`config.mk`:
```
export PLATFORM = sky130hd
export DESIGN_NAME = hw_breakpoint_watchpoint_unit
export DESIGN_NICKNAME = d
export VERILOG_FILES = /design/src/bp_match_slot.v /design/src/hw_breakpoint_watchpoint_unit.v
export VERILOG_INCLUDE_DIRS = /design/src /design/src/src
export SDC_FILE = /design/constraint.sdc
export NUM_CORES = 2
export LEC_CHECK = 0
export ABC_AREA = 1
export BUFFER_PORTS_ARGS = -buffer_cell sky130_fd_sc_hd__buf_2
export CAP_MARGIN = 30
export CORE_MARGIN = 2
export CORE_UTILIZATION = 41
export CTS_CLUSTER_DIAMETER = 200
export DETAILED_ROUTE_END_ITERATION = 16
export GPL_TIMING_DRIVEN = 0
export RECOVER_POWER = 100
export REMOVE_ABC_BUFFERS = 1
export SETUP_SLACK_MARGIN = 0.02
export SYNTH_ARGS = -nofsm -noshare
export SYNTH_HDL_FRONTEND = slang
export SYNTH_SLANG_ARGS = --single-unit
```
`constraint.sdc`:
```
create_clock -name core_clk -period 10.85 [get_ports core_clk]
set_input_delay 1.085 -clock core_clk [delete_from_list [all_inputs] [get_ports core_clk]]
set_output_delay 1.085 -clock core_clk [all_outputs]
set_load 0.005 [all_outputs]
```
`src/hw_bp_defs.vh`:
```
/*
  Register offsets, field positions, reset values and cause codes of the
  breakpoint and watchpoint unit.
  Assumes it is included by its bare name in each design file that needs it.
*/
`ifndef HW_BP_DEFS_VH
`define HW_BP_DEFS_VH

// ----------------------------------------------------------------
// Register offsets (word addresses on the plain register port)
// ----------------------------------------------------------------
`define OFS_DEBUG_TYPE 8'h15
`define OFS_DEBUG_DATA 8'h16
`define OFS_IB_ADDR 8'h30
`define OFS_IB_CTRL 8'h40
`define OFS_DW_FIRST 8'h50
`define OFS_DW_SECOND 8'h60
`define OFS_DW_CTRL 8'h70
`define OFS_RW_MASK 8'h80
`define OFS_RW_VALUE 8'h90
`define OFS_RW_CTRL 8'h9c
`define OFS_IRQ_STATUS 8'ha0
`define OFS_IRQ_MASK 8'ha1

// ----------------------------------------------------------------
// Control word fields
// ----------------------------------------------------------------
`define BP_ENABLE_BIT 0
`define BP_COND_BIT 1
`define BP_LOAD_BIT 2
`define BP_THREAD_MSB 23
`define BP_THREAD_LSB 16

// Writable bits of each control word; the rest read as zero.
`define IB_CTRL_WMASK 32'h00ff0003
`define DW_CTRL_WMASK 32'h00ff0007
`define RW_CTRL_WMASK 32'h00ff0003

// ----------------------------------------------------------------
// Debug interrupt type fields and cause codes
// ----------------------------------------------------------------
`define TYPE_INDEX_MSB 17
`define TYPE_INDEX_LSB 16
`define TYPE_THREAD_MSB 15
`define TYPE_THREAD_LSB 8
`define TYPE_CAUSE_MSB 2
`define TYPE_CAUSE_LSB 0
`define TYPE_WMASK 32'h0003ff07
`define CAUSE_IBREAK 3'h3
`define CAUSE_DWATCH 3'h4
`define CAUSE_RWATCH 3'h5

// ----------------------------------------------------------------
// Interrupt status bits and reset values
// ----------------------------------------------------------------
`define IRQ_IB_BIT 0
`define IRQ_DW_BIT 1
`define IRQ_RW_BIT 2
`define IRQ_WIDTH 3
`define RESET_WORD 32'h00000000

`endif

```
`src/bp_match_slot.v`:
```
/*
  One comparator slot: one instruction breakpoint, one data watchpoint and
  one resource watchpoint, all purely combinational.
  Assumes the core presents one qualified event of each kind per cycle,
  on the same clock as the unit, with the issuing thread number beside it.
*/
`timescale 1ns/1ns
`include "hw_bp_defs.vh"

module bp_match_slot #(
  parameter THREAD_BITS = 3
) (
  // Instruction breakpoint settings and program counter.
  input wire [31:0] ib_ctrl,
  input wire [31:0] ib_addr,
  input wire pc_valid,
  input wire [31:0] pc,
  input wire [THREAD_BITS-1:0] pc_thread,
  // Data watchpoint settings and memory access.
  input wire [31:0] dw_ctrl,
  input wire [31:0] dw_first,
  input wire [31:0] dw_second,
  input wire mem_valid,
  input wire [31:0] mem_addr,
  input wire mem_load,
  input wire [THREAD_BITS-1:0] mem_thread,
  // Resource watchpoint settings and resource operation.
  input wire [31:0] rw_ctrl,
  input wire [31:0] rw_mask,
  input wire [31:0] rw_value,
  input wire res_valid,
  input wire [31:0] res_id,
  input wire [THREAD_BITS-1:0] res_thread,
  // Match results.
  output wire ib_hit,
  output wire dw_hit,
  output wire rw_hit
);

  wire [7:0] ib_thr;
  wire [7:0] dw_thr;
  wire [7:0] rw_thr;
  wire dw_cond_a;
  wire dw_cond_b;
  wire dw_eligible;
  wire [31:0] res_masked;
  wire rw_cond_a;

  assign ib_thr = ib_ctrl[`BP_THREAD_MSB:`BP_THREAD_LSB];
  assign dw_thr = dw_ctrl[`BP_THREAD_MSB:`BP_THREAD_LSB];
  assign rw_thr = rw_ctrl[`BP_THREAD_MSB:`BP_THREAD_LSB];

  // Program counter compare, equal or unequal by the sense bit.
  assign ib_hit = pc_valid & ib_ctrl[`BP_ENABLE_BIT] & ib_thr[pc_thread]
    & (ib_ctrl[`BP_COND_BIT] ? (pc != ib_addr) : (pc == ib_addr));

  // Loads only count when the load bit allows them; stores always count.
  assign dw_eligible = mem_valid & dw_ctrl[`BP_ENABLE_BIT] & dw_thr[mem_thread]
    & (~mem_load | dw_ctrl[`BP_LOAD_BIT]);
  assign dw_cond_a = (mem_addr == dw_first);
  assign dw_cond_b = (mem_addr == dw_second);
  assign dw_hit = dw_eligible
    & (dw_ctrl[`BP_COND_BIT] ? (dw_cond_a | dw_cond_b) : (dw_cond_a & dw_cond_b));

  // Masked identifier compare; condition B is the inverse of A.
  assign res_masked = res_id & rw_mask;
  assign rw_cond_a = (res_masked == rw_value);
  assign rw_hit = res_valid & rw_ctrl[`BP_ENABLE_BIT] & rw_thr[res_thread]
    & (rw_ctrl[`BP_COND_BIT] ? ~rw_cond_a : rw_cond_a);

endmodule // bp_match_slot

```
`src/hw_breakpoint_watchpoint_unit.v`:
```
/*
  Hardware breakpoint and watchpoint unit: four instruction breakpoints,
  four data watchpoints and four resource watchpoints, their registers on a
  plain register port, hit capture and the debug interrupt.
  Assumes the core drives its event buses on core_clk and that the register
  master keeps strobes one cycle long and never both at once.
*/
`timescale 1ns/1ns
`include "hw_bp_defs.vh"

module hw_breakpoint_watchpoint_unit #(
  parameter NUM_SLOTS = 4,
  parameter THREAD_BITS = 3
) (
  // Clock, reset and clock enable.
  input wire core_clk,
  input wire reset_n,
  input wire clk_en,
  // Register port.
  input wire [7:0] reg_addr,
  input wire [31:0] reg_wdata,
  input wire reg_wr,
  input wire reg_rd,
  output reg [31:0] reg_rdata,
  // Instruction issue from the core.
  input wire pc_valid,
  input wire [31:0] pc,
  input wire [THREAD_BITS-1:0] pc_thread,
  // Load and store effective addresses from the core.
  input wire mem_valid,
  input wire [31:0] mem_addr,
  input wire mem_load,
  input wire [THREAD_BITS-1:0] mem_thread,
  // Resource operations from the core.
  input wire res_valid,
  input wire [31:0] res_id,
  input wire [THREAD_BITS-1:0] res_thread,
  // Debug request to the core and interrupt to the debug handler.
  output reg debug_req,
  output wire debug_irq
);

  // ----------------------------------------------------------------
  // Storage
  // ----------------------------------------------------------------
  reg [31:0] ib_addr_r [0:NUM_SLOTS-1];
  reg [31:0] ib_ctrl_r [0:NUM_SLOTS-1];
  reg [31:0] dw_first_r [0:NUM_SLOTS-1];
  reg [31:0] dw_second_r [0:NUM_SLOTS-1];
  reg [31:0] dw_ctrl_r [0:NUM_SLOTS-1];
  reg [31:0] rw_mask_r [0:NUM_SLOTS-1];
  reg [31:0] rw_value_r [0:NUM_SLOTS-1];
  reg [31:0] rw_ctrl_r [0:NUM_SLOTS-1];
  reg [31:0] debug_type_r;
  reg [31:0] debug_data_r;
  reg [`IRQ_WIDTH-1:0] irq_status_r;
  reg [`IRQ_WIDTH-1:0] irq_mask_r;
  reg [31:0] type_nxt;
  reg [31:0] data_nxt;
  reg [31:0] rdata_nxt;
  wire [NUM_SLOTS-1:0] ib_hit;
  wire [NUM_SLOTS-1:0] dw_hit;
  wire [NUM_SLOTS-1:0] rw_hit;
  wire any_hit;
  wire [`IRQ_WIDTH-1:0] irq_events;
  wire [`IRQ_WIDTH-1:0] irq_clear;
  wire [`IRQ_WIDTH-1:0] irq_status_nxt;
  integer i;

  // ----------------------------------------------------------------
  // Helper functions
  // ----------------------------------------------------------------
  // Index of the lowest set bit of a four-wide hit vector.
  function [1:0] lowest_index;
    input [3:0] hits;
    begin
      if (hits[0])
        lowest_index = 2'h0;
      else if (hits[1])
        lowest_index = 2'h1;
      else if (hits[2])
        lowest_index = 2'h2;
      else
        lowest_index = 2'h3;
    end
  endfunction

  // True when the address falls in the four-word group at base.
  function in_group;
    input [7:0] addr;
    input [7:0] base;
    begin
      in_group = (addr[7:2] == base[7:2]);
    end
  endfunction

  // ----------------------------------------------------------------
  // Comparator slots
  // ----------------------------------------------------------------
  genvar g;
  generate
    for (g = 0; g < NUM_SLOTS; g = g + 1)
    begin : slot
      bp_match_slot #(
        .THREAD_BITS(THREAD_BITS)
      ) u_slot (
        .ib_ctrl(ib_ctrl_r[g]),
        .ib_addr(ib_addr_r[g]),
        .pc_valid(pc_valid),
        .pc(pc),
        .pc_thread(pc_thread),
        .dw_ctrl(dw_ctrl_r[g]),
        .dw_first(dw_first_r[g]),
        .dw_second(dw_second_r[g]),
        .mem_valid(mem_valid),
        .mem_addr(mem_addr),
        .mem_load(mem_load),
        .mem_thread(mem_thread),
        .rw_ctrl(rw_ctrl_r[g]),
        .rw_mask(rw_mask_r[g]),
        .rw_value(rw_value_r[g]),
        .res_valid(res_valid),
        .res_id(res_id),
        .res_thread(res_thread),
        .ib_hit(ib_hit[g]),
        .dw_hit(dw_hit[g]),
        .rw_hit(rw_hit[g])
      );
    end
  endgenerate

  // ----------------------------------------------------------------
  // Hit capture
  // ----------------------------------------------------------------
  assign any_hit = (|ib_hit) | (|dw_hit) | (|rw_hit);

  // Instruction breakpoints take precedence over data, data over resource.
  always @*
  begin
    type_nxt = debug_type_r;
    data_nxt = debug_data_r;
    if (reg_wr && reg_addr == `OFS_DEBUG_TYPE)
      type_nxt = reg_wdata & `TYPE_WMASK;
    if (reg_wr && reg_addr == `OFS_DEBUG_DATA)
      data_nxt = reg_wdata;
    // A hit in the same cycle as a software write wins, except that an instruction hit leaves a write to the debug data word in place.
    if (|ib_hit)
    begin
      type_nxt = `RESET_WORD;
      type_nxt[`TYPE_CAUSE_MSB:`TYPE_CAUSE_LSB] = `CAUSE_IBREAK;
      type_nxt[`TYPE_INDEX_MSB:`TYPE_INDEX_LSB] = lowest_index(ib_hit);
      type_nxt[`TYPE_THREAD_LSB+THREAD_BITS-1:`TYPE_THREAD_LSB] = pc_thread;
    end
    else if (|dw_hit)
    begin
      type_nxt = `RESET_WORD;
      type_nxt[`TYPE_CAUSE_MSB:`TYPE_CAUSE_LSB] = `CAUSE_DWATCH;
      type_nxt[`TYPE_INDEX_MSB:`TYPE_INDEX_LSB] = lowest_index(dw_hit);
      type_nxt[`TYPE_THREAD_LSB+THREAD_BITS-1:`TYPE_THREAD_LSB] = mem_thread;
      data_nxt = mem_addr;
    end
    else if (|rw_hit)
    begin
      type_nxt = `RESET_WORD;
      type_nxt[`TYPE_CAUSE_MSB:`TYPE_CAUSE_LSB] = `CAUSE_RWATCH;
      type_nxt[`TYPE_INDEX_MSB:`TYPE_INDEX_LSB] = lowest_index(rw_hit);
      type_nxt[`TYPE_THREAD_LSB+THREAD_BITS-1:`TYPE_THREAD_LSB] = res_thread;
      data_nxt = res_id;
    end
  end

  // ----------------------------------------------------------------
  // Interrupt status
  // ----------------------------------------------------------------
  assign irq_events = {|rw_hit, |dw_hit, |ib_hit};
  assign irq_clear = (reg_wr && reg_addr == `OFS_IRQ_STATUS) ? reg_wdata[`IRQ_WIDTH-1:0] : {`IRQ_WIDTH{1'b0}};
  // Write one to clear, but a new event in the same cycle keeps its bit.
  assign irq_status_nxt = (irq_status_r & ~irq_clear) | irq_events;
  assign debug_irq = |(irq_status_r & irq_mask_r);

  // ----------------------------------------------------------------
  // Read multiplexer
  // ----------------------------------------------------------------
  // Unmapped addresses read as zero.
  always @*
  begin
    rdata_nxt = `RESET_WORD;
    if (in_group(reg_addr, `OFS_IB_ADDR))
      rdata_nxt = ib_addr_r[reg_addr[1:0]];
    else if (in_group(reg_addr, `OFS_IB_CTRL))
      rdata_nxt = ib_ctrl_r[reg_addr[1:0]];
    else if (in_group(reg_addr, `OFS_DW_FIRST))
      rdata_nxt = dw_first_r[reg_addr[1:0]];
    else if (in_group(reg_addr, `OFS_DW_SECOND))
      rdata_nxt = dw_second_r[reg_addr[1:0]];
    else if (in_group(reg_addr, `OFS_DW_CTRL))
      rdata_nxt = dw_ctrl_r[reg_addr[1:0]];
    else if (in_group(reg_addr, `OFS_RW_MASK))
      rdata_nxt = rw_mask_r[reg_addr[1:0]];
    else if (in_group(reg_addr, `OFS_RW_VALUE))
      rdata_nxt = rw_value_r[reg_addr[1:0]];
    else if (in_group(reg_addr, `OFS_RW_CTRL))
      rdata_nxt = rw_ctrl_r[reg_addr[1:0]];
    else if (reg_addr == `OFS_DEBUG_TYPE)
      rdata_nxt = debug_type_r;
    else if (reg_addr == `OFS_DEBUG_DATA)
      rdata_nxt = debug_data_r;
    else if (reg_addr == `OFS_IRQ_STATUS)
      rdata_nxt = {{(32-`IRQ_WIDTH){1'b0}}, irq_status_r};
    else if (reg_addr == `OFS_IRQ_MASK)
      rdata_nxt = {{(32-`IRQ_WIDTH){1'b0}}, irq_mask_r};
  end

  // ----------------------------------------------------------------
  // Register writes and state
  // ----------------------------------------------------------------
  // Every control word, the capture registers and the interrupt state
  // clear at reset, even with clk_en low; otherwise clk_en low freezes everything.
  always @(posedge core_clk)
  begin
    if (!reset_n)
    begin
      for (i = 0; i < NUM_SLOTS; i = i + 1)
      begin
        ib_addr_r[i] <= `RESET_WORD;
        ib_ctrl_r[i] <= `RESET_WORD;
        dw_first_r[i] <= `RESET_WORD;
        dw_second_r[i] <= `RESET_WORD;
        dw_ctrl_r[i] <= `RESET_WORD;
        rw_mask_r[i] <= `RESET_WORD;
        rw_value_r[i] <= `RESET_WORD;
        rw_ctrl_r[i] <= `RESET_WORD;
      end
      debug_type_r <= `RESET_WORD;
      debug_data_r <= `RESET_WORD;
      irq_status_r <= {`IRQ_WIDTH{1'b0}};
      irq_mask_r <= {`IRQ_WIDTH{1'b0}};
      reg_rdata <= `RESET_WORD;
      debug_req <= 1'b0;
    end
    else if (clk_en)
    begin
      if (reg_wr)
      begin
        if (in_group(reg_addr, `OFS_IB_ADDR))
          ib_addr_r[reg_addr[1:0]] <= reg_wdata;
        if (in_group(reg_addr, `OFS_IB_CTRL))
          ib_ctrl_r[reg_addr[1:0]] <= reg_wdata & `IB_CTRL_WMASK;
        if (in_group(reg_addr, `OFS_DW_FIRST))
          dw_first_r[reg_addr[1:0]] <= reg_wdata;
        if (in_group(reg_addr, `OFS_DW_SECOND))
          dw_second_r[reg_addr[1:0]] <= reg_wdata;
        if (in_group(reg_addr, `OFS_DW_CTRL))
          dw_ctrl_r[reg_addr[1:0]] <= reg_wdata & `DW_CTRL_WMASK;
        if (in_group(reg_addr, `OFS_RW_MASK))
          rw_mask_r[reg_addr[1:0]] <= reg_wdata;
        if (in_group(reg_addr, `OFS_RW_VALUE))
          rw_value_r[reg_addr[1:0]] <= reg_wdata;
        if (in_group(reg_addr, `OFS_RW_CTRL))
          rw_ctrl_r[reg_addr[1:0]] <= reg_wdata & `RW_CTRL_WMASK;
        if (reg_addr == `OFS_IRQ_MASK)
          irq_mask_r <= reg_wdata[`IRQ_WIDTH-1:0];
      end
      debug_type_r <= type_nxt;
      debug_data_r <= data_nxt;
      irq_status_r <= irq_status_nxt;
      // Read data stands only in the cycle after the read strobe.
      reg_rdata <= reg_rd ? rdata_nxt : `RESET_WORD;
      // One-cycle request to the core for each cycle with a hit.
      debug_req <= any_hit;
    end
  end

endmodule // hw_breakpoint_watchpoint_unit

```
* Yosys cells after proc, flatten, opt, wreduce, memory -nomap -nowiden
Memories as Yosys holds them, arrays and structs flattened.
Index checks and enable logic that the tools add are counted.
** Storage, ports and cells
- Bits in registers :: 103
- Input port bits :: 154
- Bits in writable memories :: 764
- Memories :: 8
- Output and inout bits :: 34
** Operators by class
- Magnitude comparators :: 3
- Bitwise operators :: 67
- Equality and inequality tests :: 32
- Mux-type cells :: 132
- Reductions and logical operators :: 18
** Memories
- dw_first_r :: words 4, bits a word 32, read ports 5, clocked after Yosys merged registers in 0, write ports 4, RTL line hw_breakpoint_watchpoint_unit.v:48 : reg [31:0] dw_first_r [0:NUM_SLOTS-1];
- dw_second_r :: words 4, bits a word 32, read ports 5, clocked after Yosys merged registers in 0, write ports 4, RTL line hw_breakpoint_watchpoint_unit.v:49 : reg [31:0] dw_second_r [0:NUM_SLOTS-1];
- ib_addr_r :: words 4, bits a word 32, read ports 5, clocked after Yosys merged registers in 0, write ports 4, RTL line hw_breakpoint_watchpoint_unit.v:46 : reg [31:0] ib_addr_r [0:NUM_SLOTS-1];
- rw_mask_r :: words 4, bits a word 32, read ports 5, clocked after Yosys merged registers in 0, write ports 4, RTL line hw_breakpoint_watchpoint_unit.v:51 : reg [31:0] rw_mask_r [0:NUM_SLOTS-1];
- rw_value_r :: words 4, bits a word 32, read ports 5, clocked after Yosys merged registers in 0, write ports 4, RTL line hw_breakpoint_watchpoint_unit.v:52 : reg [31:0] rw_value_r [0:NUM_SLOTS-1];
- dw_ctrl_r :: words 4, bits a word 11, read ports 5, clocked after Yosys merged registers in 0, write ports 4, RTL line hw_breakpoint_watchpoint_unit.v:50 : reg [31:0] dw_ctrl_r [0:NUM_SLOTS-1];
- +2 memories
** Operator list (count)
- $mux 32 :: 24
- $eq 32x32->1 :: 16
- $reduce_or 32->1 :: 5
- $and 32x32->32 :: 4
- $ne 32x32->1 :: 4
- $mux 1 :: 76
- $and 1x1->1 :: 44
- $bmux 1 s3 :: 12
- $mux 2 :: 14
- $eq 6x5->1 const B :: 4
- $mux 10 :: 2
- $reduce_or 10->1 :: 2
- $eq 6x6->1 const B :: 3
- $eq 8x5->1 const B :: 2
- $eq 8x8->1 const B :: 2
- $lt 3x4->1 const B :: 3
- $reduce_or 4->1 :: 3
- $mux 11 :: 1
- $reduce_or 11->1 :: 1
- $or 1x1->1 :: 10
- $mux 3 :: 3
- $and 3x3->3 :: 2
- $eq 6x4->1 const B :: 1
- $not 1->1 :: 5
- 7 further kinds :: 9

* Depth between registers and ports, before layout
- Depth in word-level cells :: 14
- Mapped depth :: 21
- Gate-level depth less buffers :: 19

* Hierarchy
Synthesis repeated with hierarchy kept, for this count alone.
** Unflattened totals
- Cell total of the unflattened synthesis :: 5558
- Area total of the unflattened synthesis :: 47514.3 sq um
** By module, submodules not included
- hw_breakpoint_watchpoint_unit :: area each 37850.1 sq um, cells an instance 3542, seq. area each 24623.6 sq um, instances 1
- bp_match_slot :: area each 2416.1 sq um, cells an instance 504, seq. area each 0.0 sq um, instances 4

* Worst setup path before layout
No wires, ideal clock.
- Path kind :: input to register
- Start :: in reg_addr[0]
- End :: mem dw_first_r[2][0], enable pin
- Slack :: 6069 ps
- Cell stages on the path :: 7
- Required time :: 10384 ps
- Path buffers :: 4
- Library setup time :: 466 ps
- Data arrival time :: 4315 ps
- Path through :: inv_1 > nand2_1 > buf_2 > buf_2 > buf_1 > clkbuf_1 > o21ai_0
** RTL lines
- start, declared :: RTL line hw_breakpoint_watchpoint_unit.v:20 : input wire [7:0] reg_addr,
- end, declared :: RTL line hw_breakpoint_watchpoint_unit.v:48

==> qor.yml <==
drt:
  routed_wl_um: 168000
  ant_nets: 0
  drcViolationCount: 0
  viasPerCell: 5.60
  vias: 40607
  drt_iter0_markers: 4946
  wl_per_cell_um: 23.2
  first_pass_iters: 6
placed_design:
  dp_hpwl_um: 118000
  port_buffers: 187
  dpl-instance-area_sq_um: 50300
  gp_congestion: 0.918
clock_network:
  cts_resized: 0
  cts.sinks: 848
  clk_pin_slew_worst_paths_ns: 0.05
  cts_buffer_depth: 3
  cts_tree: "yes"
  post-cts-setup-buffer-count: 0
  clock_latency_ns: 0.68
  numCtsBuffers: 93
  cts_hold_buffers: 0
  htreeDepth: 3
  root_buffer: "clkbuf_16"
pwr:
  power_frac_seq: 0.486
  p_leak_nw: 19.3
  power.clock.fraction: 0.399
  p_sw_mw: 2.08
  swShare: 0.264
  p_int_mw: 5.82
  peakVddDrop_mv: 0.110
  power_density_nw_per_um2: 151
  combinationalPowerShare: 0.115
synth:
  ys_seq_area_frac: 0.523
  synth-edff-count: 764
  synth_top_family_by_area: "simple AND/OR/NAND/NOR gates"
  syn_inst: 5592
  synth_compound_area_frac: 0.112
  synth_most_common_cell: "nand2_1"
  yosys.area_share.simple: 0.233
  synthArstFlopShare: 0
  ys_ff_latch: 848
  synth_ff_type: "edfxtp_1"
  synth_mux_area_frac: 0
  syn_area_per_cell_sq_um: 8.41
  yosysWarnings: 0
  synth_top_cell_area_share: 0.488
  yosys.area.top_type: "edfxtp_1"
  ys_types: 56
  netlist_area_sq_um: 47000
  synthTopCellsByArea: "edfxtp_1, nand2_1, nor2_1, o22ai_1, inv_1"
  synthTopCellsByCount: "nand2_1, nor2_1, edfxtp_1, inv_1, o22ai_1"
  synth-adder-area-share: 0
  synth-xor-area-share: 0.0497
sta:
  fin_setup_tns_ns: 0
  finalSetupViolations: 0
  timing.final.crit_share: 0.746
  period_minus_slack_ns: 8.10
  rsz0062_at_grt: "false"
  fin_skew_ns: 0.0277
  clock.fmax_mhz: 124
  finalHoldViolations: 0
  max_slew.worst_pin.slew_ns: 4.01
  final_max_slew_viol_count: 877
  max_slew_margin: -1.70
grt:
  grt_max_degree: 72
  grt_pass1_wl_um: 245000
  track_usage: 0.280
  antenna_found_initial: 37
  overflow: 0
  grt_pass1_vias: 38126
floorplanning:
  initial_core_util: 0.413
  io_pins: 188
  die_h_um: 343
  dieArea_sq_um: 117000
  rows: 124
  die_w_um: 343
  core_sq_um: 114000
layout:
  fin_area_sq_um: 52200
  final_nets: 5795
  drive_gt1_frac: 0.0714
  area_delta_synth_final_pct: 10.9
critical_path:
  cp-end-kind: "flop"
  critPathLaunch: "reg_addr[3]"
  critPathRequiredTime_ns: 11.12
  timing.rr.start: "ib_addr_r[0][12]"
  critPathLaunchType: "input port"
  worst-r2r-cell-count: 12
  r2r-end: "debug_data_r[5]"
  cp.arrival_ns: 8.36
  worstSetupPathType: "input port to flop"
  crit_end: "rw_mask_r[2][23]"
  path_max_fanout: 28
  rrSetupSlack_ns: 4.31
worst_hold_path:
  hp-class: "flop to flop"
flow_run:
  maxCapViolCount: 43
outcome:
  violations: "capacitance limit, slew limit"
  outcome: "finished, violations left"
## placed cells by master (no fill, tap or decap), types with 11 or more instances in the layout
| cell | n |
|---|---|
| nand2_1 | 1163 |
| nor2_1 | 1081 |
| edfxtp_1 | 764 |
| inv_1 | 538 |
| o22ai_1 | 324 |
| o21ai_0 | 241 |
| nand3_1 | 224 |
| xnor2_1 | 189 |
| a21oi_1 | 180 |
| buf_2 | 163 |
| clkbuf_1 | 99 |
| clkbuf_16 | 97 |
| dfxtp_1 | 84 |
| xor2_1 | 78 |
| nand4_1 | 50 |
| nand3b_1 | 49 |
| inv_2 | 36 |
| clkinv_1 | 35 |
| nor3_1 | 30 |
| or2_0 | 21 |
| buf_16 | 21 |
| diode_2 | 20 |
| o31ai_1 | 20 |
| o221ai_1 | 19 |
| o21ai_1 | 18 |
| or2_1 | 16 |
| o311ai_0 | 16 |
| clkinv_2 | 15 |
| a221oi_1 | 15 |
| o2111ai_1 | 13 |
| nand2_2 | 11 |
## routing by layer
metal  vias up  share of wire  track usage
li1      18763              -            -
met1     19367           0.40        0.370
met2      2035           0.45        0.445
met3       420          0.098       0.0498
met4        22          0.050        0.135
met5         -        0.00086            0
## flip-flops by register name, indices dropped and copies added (netlist names)
register	count
dw_first_r	128
dw_second_r	128
ib_addr_r	128
rw_mask_r	128
rw_value_r	128
dw_ctrl_r	44
ib_ctrl_r	40
rw_ctrl_r	40
debug_data_r	32
reg_rdata	32
debug_type_r	13
irq_mask_r	3
irq_status_r	3
debug_req	1
## through the flow
stage | cells | hold slack [ns] | setup WS [ns] | util | power [mW]
finish | 7250 | 0.463 | 2.75 | 0.458 | 7.90
global route | 7243 | 0.479 | 2.71 | 0.457 | 8.13
CTS | 7230 | 0.462 | 5.59 | 0.467 | 7.94
detailed placement | 7058 | 0.453 | 4.91 | 0.441 | 4.83
global placement | 6980 | 0.450 | -18.54 | 0.424 | 4.80
floorplan | 5281 | 0.439 | -0.975 | - | 4.41
## final cells by class
class	instances	area, sq um
Clock inverter	44	393
Inverter	599	2260
Antenna cell	20	50.0
Multi-Input combinational cell	3834	18600
Timing Repair Buffer	265	1810
Tap cell	1512	1890
Sequential cell	848	24600
Clock buffer	128	2590
Fill cell	11011	61900
## critical path, cell delays in order
cell and delay, ns:
clkbuf_1 0.17, clkinv_1 0.09, nand2_1 0.10, inv_1 0.09, nand3_1 0.09, nor2_1 0.90, clkbuf_1 1.11, inv_1 1.19
nor2_1 0.35, inv_1 0.14, o21ai_0 1.84, clkbuf_1 1.13
## power groups by stage
stage	combinational, mW	clock [mW]	sequential [mW]
after global placement	0.881	0	3.92
after global routing	0.981	3.29	3.86
after floorplan	0.527	0	3.88
final	0.910	3.15	3.84
after detailed placement	0.934	0	3.90
after CTS	0.937	3.17	3.83
## how the worst min path moves through the flow
stage                startpoint          endpoint  slack [ns]  cells past startpoint
2_1_floorplan     irq_mask_r[2]     irq_mask_r[2]        0.44                      2
3_3_place_gp   debug_type_r[11]  debug_type_r[11]        0.45                      2
3_5_place_dp      reg_rdata[26]     reg_rdata[26]        0.45                      2
4_1_cts           reg_rdata[26]     reg_rdata[26]        0.46                      2
5_1_grt        debug_data_r[15]  debug_data_r[15]        0.48                      2
6_report           reg_rdata[4]      reg_rdata[4]        0.46                      2
## kinds of logic after synthesis
| family | count (synthesis) |
|---|---|
| simple gates | 2680 |
| buf+inv | 910 |
| compound gates | 887 |
| flops | 848 |
| xor+xnor | 267 |
Power figures use the tool's default switching activity.
